$ cat src/poer_pkg.sv
// Purpose: constants for the restart sequencer
// Assumes: core clock of 25 MHz
// Notes:   timer set periods are derived from millisecond figures
package poer_pkg;

  // ==========================================================
  // clock and time
  localparam int unsigned CLK_KHZ        = 25000;
  localparam int unsigned T_SET_LONG_MS  = 100;
  localparam int unsigned T_SET_SHORT_MS = 5;
  localparam int unsigned SET_LONG_CYC   = T_SET_LONG_MS * CLK_KHZ;
  localparam int unsigned SET_SHORT_CYC  = T_SET_SHORT_MS * CLK_KHZ;

  // ==========================================================
  // widths
  localparam int unsigned TDIV_W  = 22;
  localparam int unsigned TMODE_W = 4;

  // ==========================================================
  // timer mode selection field
  localparam logic [TMODE_W-1:0] TMODE_INIT = 4'h0;
  localparam int unsigned        TMODE_SHORT_BIT = 0;

  // ==========================================================
  // reset values
  localparam logic [TDIV_W-1:0] TDIV_ZERO = 22'h00_0000;
  localparam logic              BIT_CLR   = 1'b0;
  localparam logic              BIT_SET   = 1'b1;

  // ==========================================================
  // sequencer states
  typedef enum logic [1:0]
  {
    POER_RUN,
    POER_STOPPED,
    POER_WAKE,
    POER_POWER
  } poer_state_e;

endpackage

$ cat src/poer_restart.sv
// Purpose: restart sequencer for supply-low, chip-enable and clock-stop
// Assumes: all inputs synchronous to core_clk except ce_pin
// Notes:   oscillator stop is modelled by osc_run; the block keeps clocking
//          a mode write lands at the next divider reload, not at once
//          stop is ignored while the synced enable is high
`timescale 1ns/10ps

module poer_restart
#(
  parameter int unsigned SET_LONG_CYC  = poer_pkg::SET_LONG_CYC,
  parameter int unsigned SET_SHORT_CYC = poer_pkg::SET_SHORT_CYC
)
(
  input  wire logic                          core_clk,
  input  wire logic                          srst,
  input  wire logic                          supply_low_flag,
  input  wire logic                          ce_pin,
  input  wire logic                          stop_exec,
  input  wire logic                          tmode_wr,
  input  wire logic [poer_pkg::TMODE_W-1:0]  tmode_wdata,
  input  wire logic                          carry_rd,
  output logic                               halt_hold_clear,
  output logic                               ctrl_register_init,
  output logic                               core_init,
  output logic                               cpu_halt,
  output logic                               osc_run,
  output logic                               thr_low_sel,
  output logic                               timer_set_pulse,
  output logic                               timer_carry_flag,
  output logic [poer_pkg::TMODE_W-1:0]       timer_mode
);

  // ==========================================================
  // state
  typedef struct packed
  {
    logic                          ce_s1;
    logic                          ce_s2;
    logic                          ce_s3;
    poer_pkg::poer_state_e         st;
    logic [poer_pkg::TDIV_W-1:0]   tdiv;
    logic [poer_pkg::TMODE_W-1:0]  tmode;
    logic                          halt;
    logic                          ce_pend;
    logic                          carry_flag;
    logic                          carry_dis;
    logic                          hold;
    logic                          ctrl_init;
    logic                          core_init;
    logic                          osc;
    logic                          thr_low;
    logic                          set_pulse;
  } poer_regs_s;

  localparam logic [poer_pkg::TDIV_W-1:0] LONG_LOAD =
    poer_pkg::TDIV_W'(SET_LONG_CYC - 1);
  localparam logic [poer_pkg::TDIV_W-1:0] SHORT_LOAD =
    poer_pkg::TDIV_W'(SET_SHORT_CYC - 1);
  // half of the long period: first set pulse after wake lands mid-period
  localparam logic [poer_pkg::TDIV_W-1:0] HALF_LOAD =
    poer_pkg::TDIV_W'(SET_LONG_CYC / 2 - 1);

  // reset looks like a supply-low episode so the core starts held
  localparam poer_regs_s REGS_RST = '{
    ce_s1      : poer_pkg::BIT_CLR,
    ce_s2      : poer_pkg::BIT_CLR,
    ce_s3      : poer_pkg::BIT_CLR,
    st         : poer_pkg::POER_POWER,
    tdiv       : poer_pkg::TDIV_ZERO,
    tmode      : poer_pkg::TMODE_INIT,
    halt       : poer_pkg::BIT_SET,
    ce_pend    : poer_pkg::BIT_CLR,
    carry_flag : poer_pkg::BIT_CLR,
    carry_dis  : poer_pkg::BIT_SET,
    hold       : poer_pkg::BIT_SET,
    ctrl_init  : poer_pkg::BIT_SET,
    core_init  : poer_pkg::BIT_SET,
    osc        : poer_pkg::BIT_CLR,
    thr_low    : poer_pkg::BIT_CLR,
    set_pulse  : poer_pkg::BIT_CLR
  };

  poer_regs_s regs_ff;
  poer_regs_s nxt_regs;

  logic ce_rise;
  logic ce_high;
  logic tick;
  logic timer_on;
  logic stop_take;
  logic ce_fire;
  logic carry_set;
  logic mode_short;
  logic wake_go;

  // ==========================================================
  // edge detect on the synchronised copy only
  assign ce_high = regs_ff.ce_s2;
  assign ce_rise = regs_ff.ce_s2 & ~regs_ff.ce_s3;

  // timer counts only while the oscillator runs
  assign timer_on = (regs_ff.st == poer_pkg::POER_RUN) ||
                    (regs_ff.st == poer_pkg::POER_WAKE);
  assign tick = timer_on && (regs_ff.tdiv == poer_pkg::TDIV_ZERO);

  // ==========================================================
  // decoded events
  // stop is honoured only while the synced enable is low
  assign stop_take  = stop_exec && !ce_high;
  // a pending or fresh rise fires on the set pulse only
  assign ce_fire    = tick && (regs_ff.ce_pend || ce_rise);
  // set looks at the old disable bit, so set beats a same-cycle read
  assign carry_set  = tick && !regs_ff.carry_dis;
  assign mode_short = regs_ff.tmode[poer_pkg::TMODE_SHORT_BIT];
  assign wake_go    = ce_rise;

  // ==========================================================
  // next state
  always_comb
  begin
    nxt_regs = regs_ff;
    nxt_regs.ce_s1     = ce_pin;
    nxt_regs.ce_s2     = regs_ff.ce_s1;
    nxt_regs.ce_s3     = regs_ff.ce_s2;
    nxt_regs.set_pulse = poer_pkg::BIT_CLR;
    nxt_regs.core_init = poer_pkg::BIT_CLR;

    // ==========================================================
    // set period divider, period picked by the mode field
    // a mode write is seen only at the next reload
    if (timer_on)
    begin
      if (tick)
      begin
        nxt_regs.set_pulse = poer_pkg::BIT_SET;
        if (mode_short)
        begin
          nxt_regs.tdiv = SHORT_LOAD;
        end
        else
        begin
          nxt_regs.tdiv = LONG_LOAD;
        end
      end
      else
      begin
        nxt_regs.tdiv = regs_ff.tdiv - poer_pkg::TDIV_W'(1);
      end
    end

    // ==========================================================
    // carry flag and its disable
    // read clears first so that a same-cycle set survives
    if (carry_rd)
    begin
      nxt_regs.carry_flag = poer_pkg::BIT_CLR;
      nxt_regs.carry_dis  = poer_pkg::BIT_CLR;
    end
    if (carry_set)
    begin
      nxt_regs.carry_flag = poer_pkg::BIT_SET;
    end

    // ==========================================================
    // sequencer
    case (regs_ff.st)
      poer_pkg::POER_RUN:
      begin
        nxt_regs.hold      = poer_pkg::BIT_CLR;
        nxt_regs.ctrl_init = poer_pkg::BIT_CLR;
        nxt_regs.osc       = poer_pkg::BIT_SET;
        nxt_regs.thr_low   = poer_pkg::BIT_CLR;
        if (tmode_wr)
        begin
          nxt_regs.tmode = tmode_wdata;
        end
        // stop is a no-op while enable is high
        if (stop_take)
        begin
          nxt_regs.st        = poer_pkg::POER_STOPPED;
          nxt_regs.hold      = poer_pkg::BIT_SET;
          nxt_regs.ctrl_init = poer_pkg::BIT_SET;
          nxt_regs.core_init = poer_pkg::BIT_SET;
          nxt_regs.tmode     = poer_pkg::TMODE_INIT;
          nxt_regs.osc       = poer_pkg::BIT_CLR;
          nxt_regs.thr_low   = poer_pkg::BIT_SET;
          nxt_regs.halt      = poer_pkg::BIT_SET;
          nxt_regs.ce_pend   = poer_pkg::BIT_CLR;
        end
        else
        begin
          // halt is not touched: the program keeps running
          if (ce_rise)
          begin
            nxt_regs.ce_pend = poer_pkg::BIT_SET;
          end
          if (ce_fire)
          begin
            nxt_regs.core_init = poer_pkg::BIT_SET;
            nxt_regs.ce_pend   = poer_pkg::BIT_CLR;
          end
        end
      end

      poer_pkg::POER_STOPPED:
      begin
        nxt_regs.core_init = poer_pkg::BIT_SET;
        // hold blocks any halt release while enable stays low
        nxt_regs.hold      = poer_pkg::BIT_SET;
        // control init stands until the enable rises; low threshold stands until the first set pulse after wake
        nxt_regs.ctrl_init = poer_pkg::BIT_SET;
        nxt_regs.osc       = poer_pkg::BIT_CLR;
        nxt_regs.thr_low   = poer_pkg::BIT_SET;
        nxt_regs.halt      = poer_pkg::BIT_SET;
        if (wake_go)
        begin
          nxt_regs.st        = poer_pkg::POER_WAKE;
          nxt_regs.osc       = poer_pkg::BIT_SET;
          nxt_regs.hold      = poer_pkg::BIT_CLR;
          nxt_regs.ctrl_init = poer_pkg::BIT_CLR;
          nxt_regs.core_init = poer_pkg::BIT_CLR;
          nxt_regs.tdiv      = HALF_LOAD;
        end
      end

      poer_pkg::POER_WAKE:
      begin
        nxt_regs.hold      = poer_pkg::BIT_CLR;
        nxt_regs.ctrl_init = poer_pkg::BIT_CLR;
        if (tick)
        begin
          nxt_regs.halt    = poer_pkg::BIT_CLR;
          nxt_regs.thr_low = poer_pkg::BIT_CLR;
          nxt_regs.st      = poer_pkg::POER_RUN;
        end
        else
        begin
          // program stays halted until the set pulse
          nxt_regs.halt    = poer_pkg::BIT_SET;
        end
      end

      poer_pkg::POER_POWER:
      begin
        if (!supply_low_flag)
        begin
          nxt_regs.st        = poer_pkg::POER_WAKE;
          nxt_regs.osc       = poer_pkg::BIT_SET;
          nxt_regs.hold      = poer_pkg::BIT_CLR;
          nxt_regs.ctrl_init = poer_pkg::BIT_CLR;
          nxt_regs.core_init = poer_pkg::BIT_CLR;
          nxt_regs.thr_low   = poer_pkg::BIT_CLR;
          nxt_regs.tdiv      = HALF_LOAD;
        end
        else
        begin
          // still low: hold, both inits and halt stay asserted, oscillator stays off
          nxt_regs.hold      = poer_pkg::BIT_SET;
          nxt_regs.ctrl_init = poer_pkg::BIT_SET;
          nxt_regs.core_init = poer_pkg::BIT_SET;
          nxt_regs.halt      = poer_pkg::BIT_SET;
          nxt_regs.osc       = poer_pkg::BIT_CLR;
        end
      end

      default:
      begin
        nxt_regs.st = poer_pkg::POER_RUN;
      end
    endcase

    // ==========================================================
    // supply low overrides everything else
    if (supply_low_flag)
    begin
      nxt_regs.st         = poer_pkg::POER_POWER;
      nxt_regs.osc        = poer_pkg::BIT_CLR;
      nxt_regs.halt       = poer_pkg::BIT_SET;
      nxt_regs.hold       = poer_pkg::BIT_SET;
      nxt_regs.ctrl_init  = poer_pkg::BIT_SET;
      nxt_regs.core_init  = poer_pkg::BIT_SET;
      nxt_regs.tmode      = poer_pkg::TMODE_INIT;
      nxt_regs.ce_pend    = poer_pkg::BIT_CLR;
      nxt_regs.carry_dis  = poer_pkg::BIT_SET;
      nxt_regs.carry_flag = poer_pkg::BIT_CLR;
      nxt_regs.set_pulse  = poer_pkg::BIT_CLR;
      nxt_regs.tdiv       = poer_pkg::TDIV_ZERO;
      // threshold stays low if the drop came during stop
      nxt_regs.thr_low    = regs_ff.thr_low;
    end
  end

  // ==========================================================
  // registers
  always_ff @(posedge core_clk)
  begin
    if (srst)
    begin
      regs_ff <= REGS_RST;
    end
    else
    begin
      regs_ff <= nxt_regs;
    end
  end

  // ==========================================================
  // outputs
  assign halt_hold_clear    = regs_ff.hold;
  assign ctrl_register_init = regs_ff.ctrl_init;
  assign core_init          = regs_ff.core_init;
  assign cpu_halt           = regs_ff.halt;
  assign osc_run            = regs_ff.osc;
  assign thr_low_sel        = regs_ff.thr_low;
  assign timer_set_pulse    = regs_ff.set_pulse;
  assign timer_carry_flag   = regs_ff.carry_flag;
  assign timer_mode         = regs_ff.tmode;

endmodule

$ cat config.mk
export PLATFORM = sky130hd
export DESIGN_NAME = poer_restart
export DESIGN_NICKNAME = d
export VERILOG_FILES = /design/src/poer_pkg.sv /design/src/poer_restart.sv
export SDC_FILE = /design/constraint.sdc
export NUM_CORES = 1
export LEC_CHECK = 0
export BUFFER_PORTS_ARGS = -buffer_cell sky130_fd_sc_hd__buf_4
export CAP_MARGIN = 20
export CORE_UTILIZATION = 30
export CTS_CLUSTER_SIZE = 16
export DETAILED_ROUTE_END_ITERATION = 12
export MAX_ROUTING_LAYER = met4
export PLACE_DENSITY = 0.42
export RECOVER_POWER = 50
export SLEW_MARGIN = 0
export SYNTH_ARGS = -nofsm -noshare
export SYNTH_HDL_FRONTEND = slang
export SYNTH_SLANG_ARGS = --single-unit
export TNS_END_PERCENT = 20
$ cat constraint.sdc
create_clock -name core_clk -period 5.6 [get_ports core_clk]
set_input_delay 0.28 -clock core_clk [delete_from_list [all_inputs] [get_ports core_clk]]
set_output_delay 0.28 -clock core_clk [all_outputs]
set_load 0.005 [all_outputs]
Word-level counts from Yosys, hierarchy flattened
Index checks and enable logic that the tools add are counted.
Word-level totals
  flip-flop bits (word level): 41
  input bits: 11
  output and inout bits: 12
Operators by class
  add/sub/neg operators: 1
  equal/unequal tests: 6
  muxes and demuxes: 27
  bitwise logic cells: 5
  reduce and logical (&&, ||, !) cells: 22
Operator list (number)
  $mux W22: 3
  $pmux W22 S2: 1
  $mux W24: 1
  $logic_not A22 Y1: 1
  $sub A22 B1 Y22 const B: 1
  $pmux W2 S3: 2
  $mux W2: 5
  $mux W1: 9
  $mux W4: 2
  $pmux W2 S4: 1
  $reduce_and A2 Y1: 4
  $ne A2 B2 Y1 const B: 3
  $reduce_bool A3 Y1: 2
  $mux W5: 1
  $eq A2 B2 Y1 const B: 2
  $logic_and A1 B1 Y1: 4
  $not A1 Y1: 4
  $pmux W1 S4: 1
  $reduce_bool A2 Y1: 2
  $reduce_or A2 Y1: 2
  $pmux W1 S3: 1
  $reduce_and A3 Y1: 1
  $reduce_or A3 Y1: 1
  $eq A2 B1 Y1 const B: 1
  other kinds (4): 6

Longest topological paths before layout
Gate-level depths: netlist of run 1.
  word-level depth: 7
  depth in mapped cells: 8
  gate-level depth less buffers: 7

Least setup slack after synthesis of run 1
No wires, ideal clock.
  path type: reg2reg
  start point: reg regs_ff[14] (netlist name)
  end point: reg regs_ff[34] (netlist name)
  library setup time: 0.133 ns
  arrival time: 2.007 ns
  path slack: 3.460 ns
  cell stages (with the launch flop): 9
  path buffers: 1
  clock period less this slack: 2.140 ns
  cells stage by stage: dfxtp_1 > inv_1 > ha_1 > or3b_1 > clkbuf_1 > or4_4 > nor3_1 > mux2i_1 > a21oi_1
Between the ends
  cells in the longest elaborated chain, start to end: 6
  elaborated cells between the ends (all ways): 7
  those cells by class: add/sub: 1; mux: 4; reduce/logical: 2
Ends and longest elaborated chain
  from (decl): line poer_restart.sv:83  | poer_regs_s regs_ff;
  from (signal assigned): line poer_restart.sv:303  | regs_ff <= nxt_regs;
  parallel branches: the longest is 2 deep, another holds $sub A22 B1 Y22
  $mux W22 (*): line poer_restart.sv:133  | if (tick)
  $mux W22 (*): line poer_restart.sv:131  | if (timer_on)
  $mux W24: line poer_restart.sv:215  | if (wake_go)
  $pmux W22 S2 (*): line poer_restart.sv:166  | case (regs_ff.st)
Mark *: on every way between the ends. The select of a mux whose other input is x is not followed.
A chain may end at the register's enable or synchronous reset.

Final worst setup path of run 1
  start point: reg regs_ff[37] (netlist name)
  end point: reg regs_ff[32] (netlist name)
Between the ends
  cells in the longest elaborated chain, start to end: 7
  elaborated cells between the ends (all ways): 10
  those cells by class: eq/ne: 3; mux: 4; reduce/logical: 3
Ends and longest elaborated chain
  $eq A2 B2 Y1 / $logic_not A2 Y1 (equally long branches): line poer_restart.sv:103, poer_restart.sv:102
  $logic_or A1 B1 Y1: line poer_restart.sv:102  | assign timer_on = (regs_ff.st == poer_pkg::POER_RUN) ||
  $logic_and A1 B1 Y1: line poer_restart.sv:104  | assign tick = timer_on && (regs_ff.tdiv == poer_pkg::TDIV_ZERO);
  $mux W22: line poer_restart.sv:133
  $mux W22: line poer_restart.sv:131
  $mux W24: line poer_restart.sv:215
  $pmux W22 S2 (*): line poer_restart.sv:166
Every way passes the cells marked *; elsewhere a longest branch is shown, timed or not. The select of a mux whose other input is x is not followed.

==> run metrics, run 1 <==
Mapped Cells 254; DRC Markers 0; # resized after CTS 0; most frequent cells in the layout 40 x dfxtp_1, 24 x nor2_1, 19 x a21oi_1; Synth Register Bits 40; footprint of the multi-input gates 0.00119 mm^2; Peak supply drop 93.4 uV; ANT nets after route 0; antenna violations before repair 0; Die Ht 86.1 um; Final period util 46.3%; clk_lat worst skew 0.30 ns; worst slew pin tran 0.721 ns; setup bufs post-CTS 0; Lkg Pwr 0.886 nW; CTS tree done; Area Growth Syn to Fin 13.7%; DR pass1 iterations 4; RSZ-0062 raised after global routing false; Syn Std Cell Area approximately 0.0021 mm^2; FP Rows 30; Fmax 0.385 GHz; Synthesis Warnings 0; crit path capture type flip-flop; Post-synth EDFFs 0; vias per cell 5.22; Max Buffers Root-to-Sink 2; Worst Path Buf+Inv 2; Net Switching 232 uW; first-pass GRT wire length 9430 um; Final Max Slew Viols 0; CP required 5.83 ns; hpwl dp approximately 4000 um; Most used DFF post-synth dfxtp_1; worst path arrival time 2.82 ns; outcome finished, final reports clean; r2r setup slk 3.00 ns; DR WL/cell 15.4 um; port buffer count 22; CP max-delay cell ha_1; fin crit period 2.60 ns; Nets around 290; # setup viols final 0; Congestion Overflow GR 0; Setup CP Type reg2reg; Clock transition at path regs 0.08 ns; Cell Count Post-Placement between 300 and 400; Max-Cap Viols 0; Die Wd around 86 um; ys async rst share 0%; Setup Skew 0.0100 ns; fin util 35.3%; sequential cell area 801 um^2; largest net degree at the start of global routing 23; critical path's largest stage delay 0.45 ns; routability cong. 0.847; cell breakdown of the critical path inv_1, ha_1, nor2_1, buf_4, nor3_2, nand3_1, o22a_1, a21oi_1; PwrDens between 200 and 300 mW/mm^2; Ports 23; Sw Ratio 34.0%; All-Layer GR Usage between 10% and 20%; Unique masters post-synth 50; share of cells above drive strength 1 between 15 and 20%; initial core utilization between 30% and 40%; vias in the first global route 1831; Fin. Hold Viols 0; clk sinks 40; H-tree levels 2; Root Buffer clkbuf_8; drt first-iter violations around 100; critical path's top delay family simple AND/OR/NAND/NOR gates; Via Count ~1.9k; Finished Layout Cells about 370; worst relative slew slack ~51%; Hold/Removal Path Class in2reg; # hold bufs at CTS 0; filler instances 750; Seq pwr share 46.1%; total CTS buffers 5; sequential area share after synthesis 37.7%; Net Count, Synth 271; Avg Inst Size Synth 8.35 um^2; core area 0.00683 mm^2; commonest non-fill, non-tap cell in the layout dfxtp_1; crit path max fanout 18; Cell Int Power 450 uW; diode count 0; Gate power share around 26%; final wirelength 5650 um; Fin Setup TNS 0 ns; crit path launch type flip-flop; Die ar. roughly 0.0074 mm^2; clock group share of total power about 28%
path summary, 6_finish.rpt:
check,startpoint,to,cells after the start
max,regs_ff[37],regs_ff[32],8
min,carry_rd,regs_ff[6],2
max reg2reg,regs_ff[37],regs_ff[32],8
min reg2reg,nxt_regs[39],ce_high,1
cell type report:
type,count,share of cell area (%)
clock buffers,5,2.85
multi-input cells,187,49.3
clock inverters,2,0.519
repair buffers,25,7.47
flip-flops and latches,40,33.2
well taps,96,4.98
inverters,11,1.71
cells in the mapped netlist, types with 3 or more instances:
cell	instances	area [um^2]
or2_2	6	37.5
a21oi_1	19	95.1
nor3_1	8	40.0
nor2_1	24	90.1
xor2_1	3	26.3
or4_1	4	30.0
clkbuf_1	8	30.0
or4_4	3	33.8
o21ai_0	15	75.1
nor2b_1	6	37.5
inv_1	11	41.3
nand2_1	18	67.6
nor3_2	4	40.0
ha_1	6	75.1
nand4_1	3	18.8
nand2b_1	4	25.0
a311o_1	3	30.0
buf_4	5	37.5
a211oi_1	3	22.5
nand3_1	9	45.0
a31oi_1	5	31.3
o31ai_1	5	37.5
a32oi_1	4	35.0
dfxtp_1	40	801
nor4_1	4	25.0
registers in the layout (all words and copies together) (netlist names):
register,flops
timer_set_pulse,1
halt_hold_clear,1
thr_low_sel,1
regs_ff,27
timer_mode,4
osc_run,1
nxt_regs,1
core_init,1
timer_carry_flag,1
cpu_halt,1
ce_high,1
cells by family (layout without fill, tap and decap cells):
family / Yosys count / after routing / synth area share [%]
AND/OR/NAND/NOR: 101 / 101 / 26.0
AO/OA/AOI/OAI: 73 / 73 / 23.7
flip-flops: 40 / 40 / 37.7
buffers and inverters: 27 / 43 / 6.01
adder cells (fa/ha/maj): 6 / 6 / 3.54
XOR/XNOR: 5 / 5 / 2.06
multiplexers: 2 / 2 / 0.943
power by group through the flow:
stage | clock [mW] | sequential (mW) | combinational, mW
final | 0.192 | 0.315 | 0.176
after global routing | 0.215 | 0.318 | 0.197
after CTS | 0.200 | 0.314 | 0.179
after detailed placement | 0 | 0.321 | 0.178
after global placement | 0 | 0.321 | 0.183
after floorplan | 0 | 0.318 | 0.130
per-layer routing:
| metal | GRT usage, % | wire, um |
|---|---|---|
| met5 | - | 0 |
| met3 | 3.18 | 213 |
| met2 | 25.7 | 2460 |
| met1 | 23.1 | 2900 |
| met4 | 5.00 | 70 |
worst register-to-register path, cell delays in order (launching register included):
cell     delay, ns
dfxtp_1       0.35
inv_1         0.11
ha_1          0.45
nor2_1        0.10
buf_4         0.21
nor3_2        0.43
nand3_1       0.41
o22a_1        0.35
a21oi_1       0.12
per-stage QoR:
stage / worst slack (ns) / hold WS [ns] / instance area (um^2) / power (mW)
after floorplan: 3.46 / 0.352 / 2120 / 0.448
after global placement: 3.00 / 0.428 / 2340 / 0.504
after detailed placement: 3.05 / 0.428 / 2340 / 0.499
after CTS: 3.04 / 0.158 / 2420 / 0.693
after global routing: 2.78 / 0.164 / 2410 / 0.729
final: 3.00 / 0.171 / 2410 / 0.683
Note: power is estimated with default switching activity, not from simulation.
==> run 2: changes to the inputs <==
--- a/config.mk
+++ b/config.mk
@@ -11,7 +11,7 @@
 export CTS_CLUSTER_SIZE = 16
 export DETAILED_ROUTE_END_ITERATION = 12
 export MAX_ROUTING_LAYER = met4
-export PLACE_DENSITY = 0.42
+export PLACE_DENSITY = 0.44
 export RECOVER_POWER = 50
 export SLEW_MARGIN = 0
 export SYNTH_ARGS = -nofsm -noshare
==> constraint.sdc (replaced) <==
create_clock -name core_clk -period 2.1 [get_ports core_clk]
set_input_delay 0.105 -clock core_clk [delete_from_list [all_inputs] [get_ports core_clk]]
set_output_delay 0.105 -clock core_clk [all_outputs]
set_load 0.005 [all_outputs]
==> run metrics, run 2 (synthesis gave the netlist of run 1 again) <==
outcome finished, violations left; failing checks setup timing; crit path launch type flip-flop; sequential cell area 802 um^2 (+0.16%); Die Wd 86.1 um (unchanged); antenna violations before repair 0 (unchanged); Final Max Slew Viols 0 (unchanged); Via Count 2029 (+6.2%); Congestion Overflow GR 0 (unchanged); fin crit period 2.13 ns (-0.467 ns); Setup Skew 0.00539 ns (-0.00465 ns); Die ar. 0.00741 mm^2 (unchanged); final wirelength 5930 um (+5.1%); worst slew pin tran 0.488 ns (-0.234 ns); PwrDens 718 mW/mm^2 (+150%); final hold slack 0.0189 ns (-0.152 ns); RSZ-0062 raised after global routing true; PnR worst setup slack -0.0278 ns (-3.03 ns); routability cong. 0.839 (-0.99%); Die Ht 86.1 um (unchanged); vias in the first global route 1946 (+6.3%); crit path capture type flip-flop; drt first-iter violations 107 (+2.9%); DR pass1 iterations 4 (unchanged); CTS tree done; Root Buffer clkbuf_8; Nets 328 (+14%); ANT nets after route 0 (unchanged); Top reg by flops regs_ff; Final period util 101% (+55 points); diode count 0 (unchanged); Fmax 0.470 GHz (+22%); Hold/Removal Path Class in2reg; Max Buffers Root-to-Sink 2 (unchanged); FP Rows 30 (unchanged); Max-Cap Viols 0 (unchanged); All-Layer GR Usage 18.1% (+1.0 points); CP required 2.31 ns (-3.52 ns); number of flip-flops in the largest register 27 (unchanged); Peak supply drop 234 uV (+150%); Ports 23 (unchanged); Lkg Pwr 1.11 nW (+26%); filler instances 746 (-0.53%); vias per cell 4.97 (-4.7%); hpwl dp 4410 um (+8.9%); clk_lat worst skew 0.30 ns (about the same); core area 0.00683 mm^2 (unchanged); share of cells above drive strength 1 32.1% (+14 points); footprint of the multi-input gates 0.00128 mm^2 (+7.4%); total CTS buffers 5 (unchanged); total power 2.02 mW (+200%); most frequent cells in the layout 50 x buf_4, 39 x dfxtp_1, 21 x nor2_1; H-tree levels 2 (unchanged); clk sinks 40 (unchanged); largest net degree at the start of global routing 22 (-4.3%); # setup viols final 2 (+2); Clock transition at path regs 0.07 ns (about the same); worst path arrival time 2.34 ns (-0.48 ns); initial core utilization 31.1% (unchanged); Area Growth Syn to Fin 32.9%; Setup CP Type reg2reg; DR WL/cell 14.5 um (-5.7%); DRC Markers 0 (unchanged); commonest non-fill, non-tap cell in the layout buf_4; port buffer count 22 (unchanged); first-pass GRT wire length 10100 um (+6.7%); worst relative slew slack 67.5% (+16 points); crit path max fanout 3 (-15); Fin. Hold Viols 0 (unchanged)
==> run 2: what timing repair did <==
item,CTS,global route
hold buffers,1,1
buffers inserted,1,0
pin swaps,4,4
endpoints found under the hold margin,1,1
setup endpoints to repair,10,19
gates resized for setup,5,12
==> run 2: metrics by stage <==
step                setup slack (ns)  std cells  cell area, um^2  setup TNS (ns)  utilization [%]
finish                       -0.0278        408             2820         -0.0389             41.3
global route                 -0.0845        408             2820          -0.574             41.3
CTS                          -0.0194        407             2770         -0.0290             40.5
detailed placement           -0.0685        397             2630          -0.259             38.6
global placement             -0.0304        397             2630         -0.0975             38.6
floorplan                   -0.00656        254             2130        -0.00656                -
==> run 2: metal layers <==
metal / routed length, um / up-vias / global-route usage [%]
met1: 3130 / 939 / 25.4
met3: 211 / 6 / 3.18
met5: 0 / - / -
met2: 2510 / 38 / 26.5
li1: - / 1046 / -
met4: 72 / 0 / 5.00
==> run 2: path summary, 6_finish.rpt <==
path	startpoint	to	slack, ns	cells past startpoint
worst max register to register	regs_ff[14]	regs_ff[19]	-0.03	6
worst max-delay path	regs_ff[14]	regs_ff[19]	-0.03	6
worst min register to register	nxt_regs[39]	ce_high	0.44	1
worst min-delay path	ce_pin	nxt_regs[39]	0.02	2
==> run 2: area by class of cell <==
class                   instances  share of cell area [%]
flip-flops and latches         40                    28.4
well taps                      96                    4.26
clock buffers                   8                    3.19
inverters                      11                    1.46
repair buffers                 66                    17.4
multi-input cells             187                    45.3
==> run 2: where the power goes <==
| group | internal, mW | total [mW] | switching [mW] | leakage (nW) |
|---|---|---|---|---|
| Sequential | 0.800 | 0.825 | 0.0248 | 0.327 |
| Clock | 0.268 | 0.541 | 0.273 | 0.0455 |
| Combinational | 0.295 | 0.659 | 0.363 | 0.742 |
| Total | 1.36 | 2.02 | 0.661 | 1.11 |
==> run 2: worst max-delay path: stages, from the launching register on <==
cell     delay (ns)
dfxtp_2        0.32
buf_4          0.13
or4_4          0.54
buf_4          0.16
or2_2          0.28
or4_1          0.49
o32ai_2        0.13
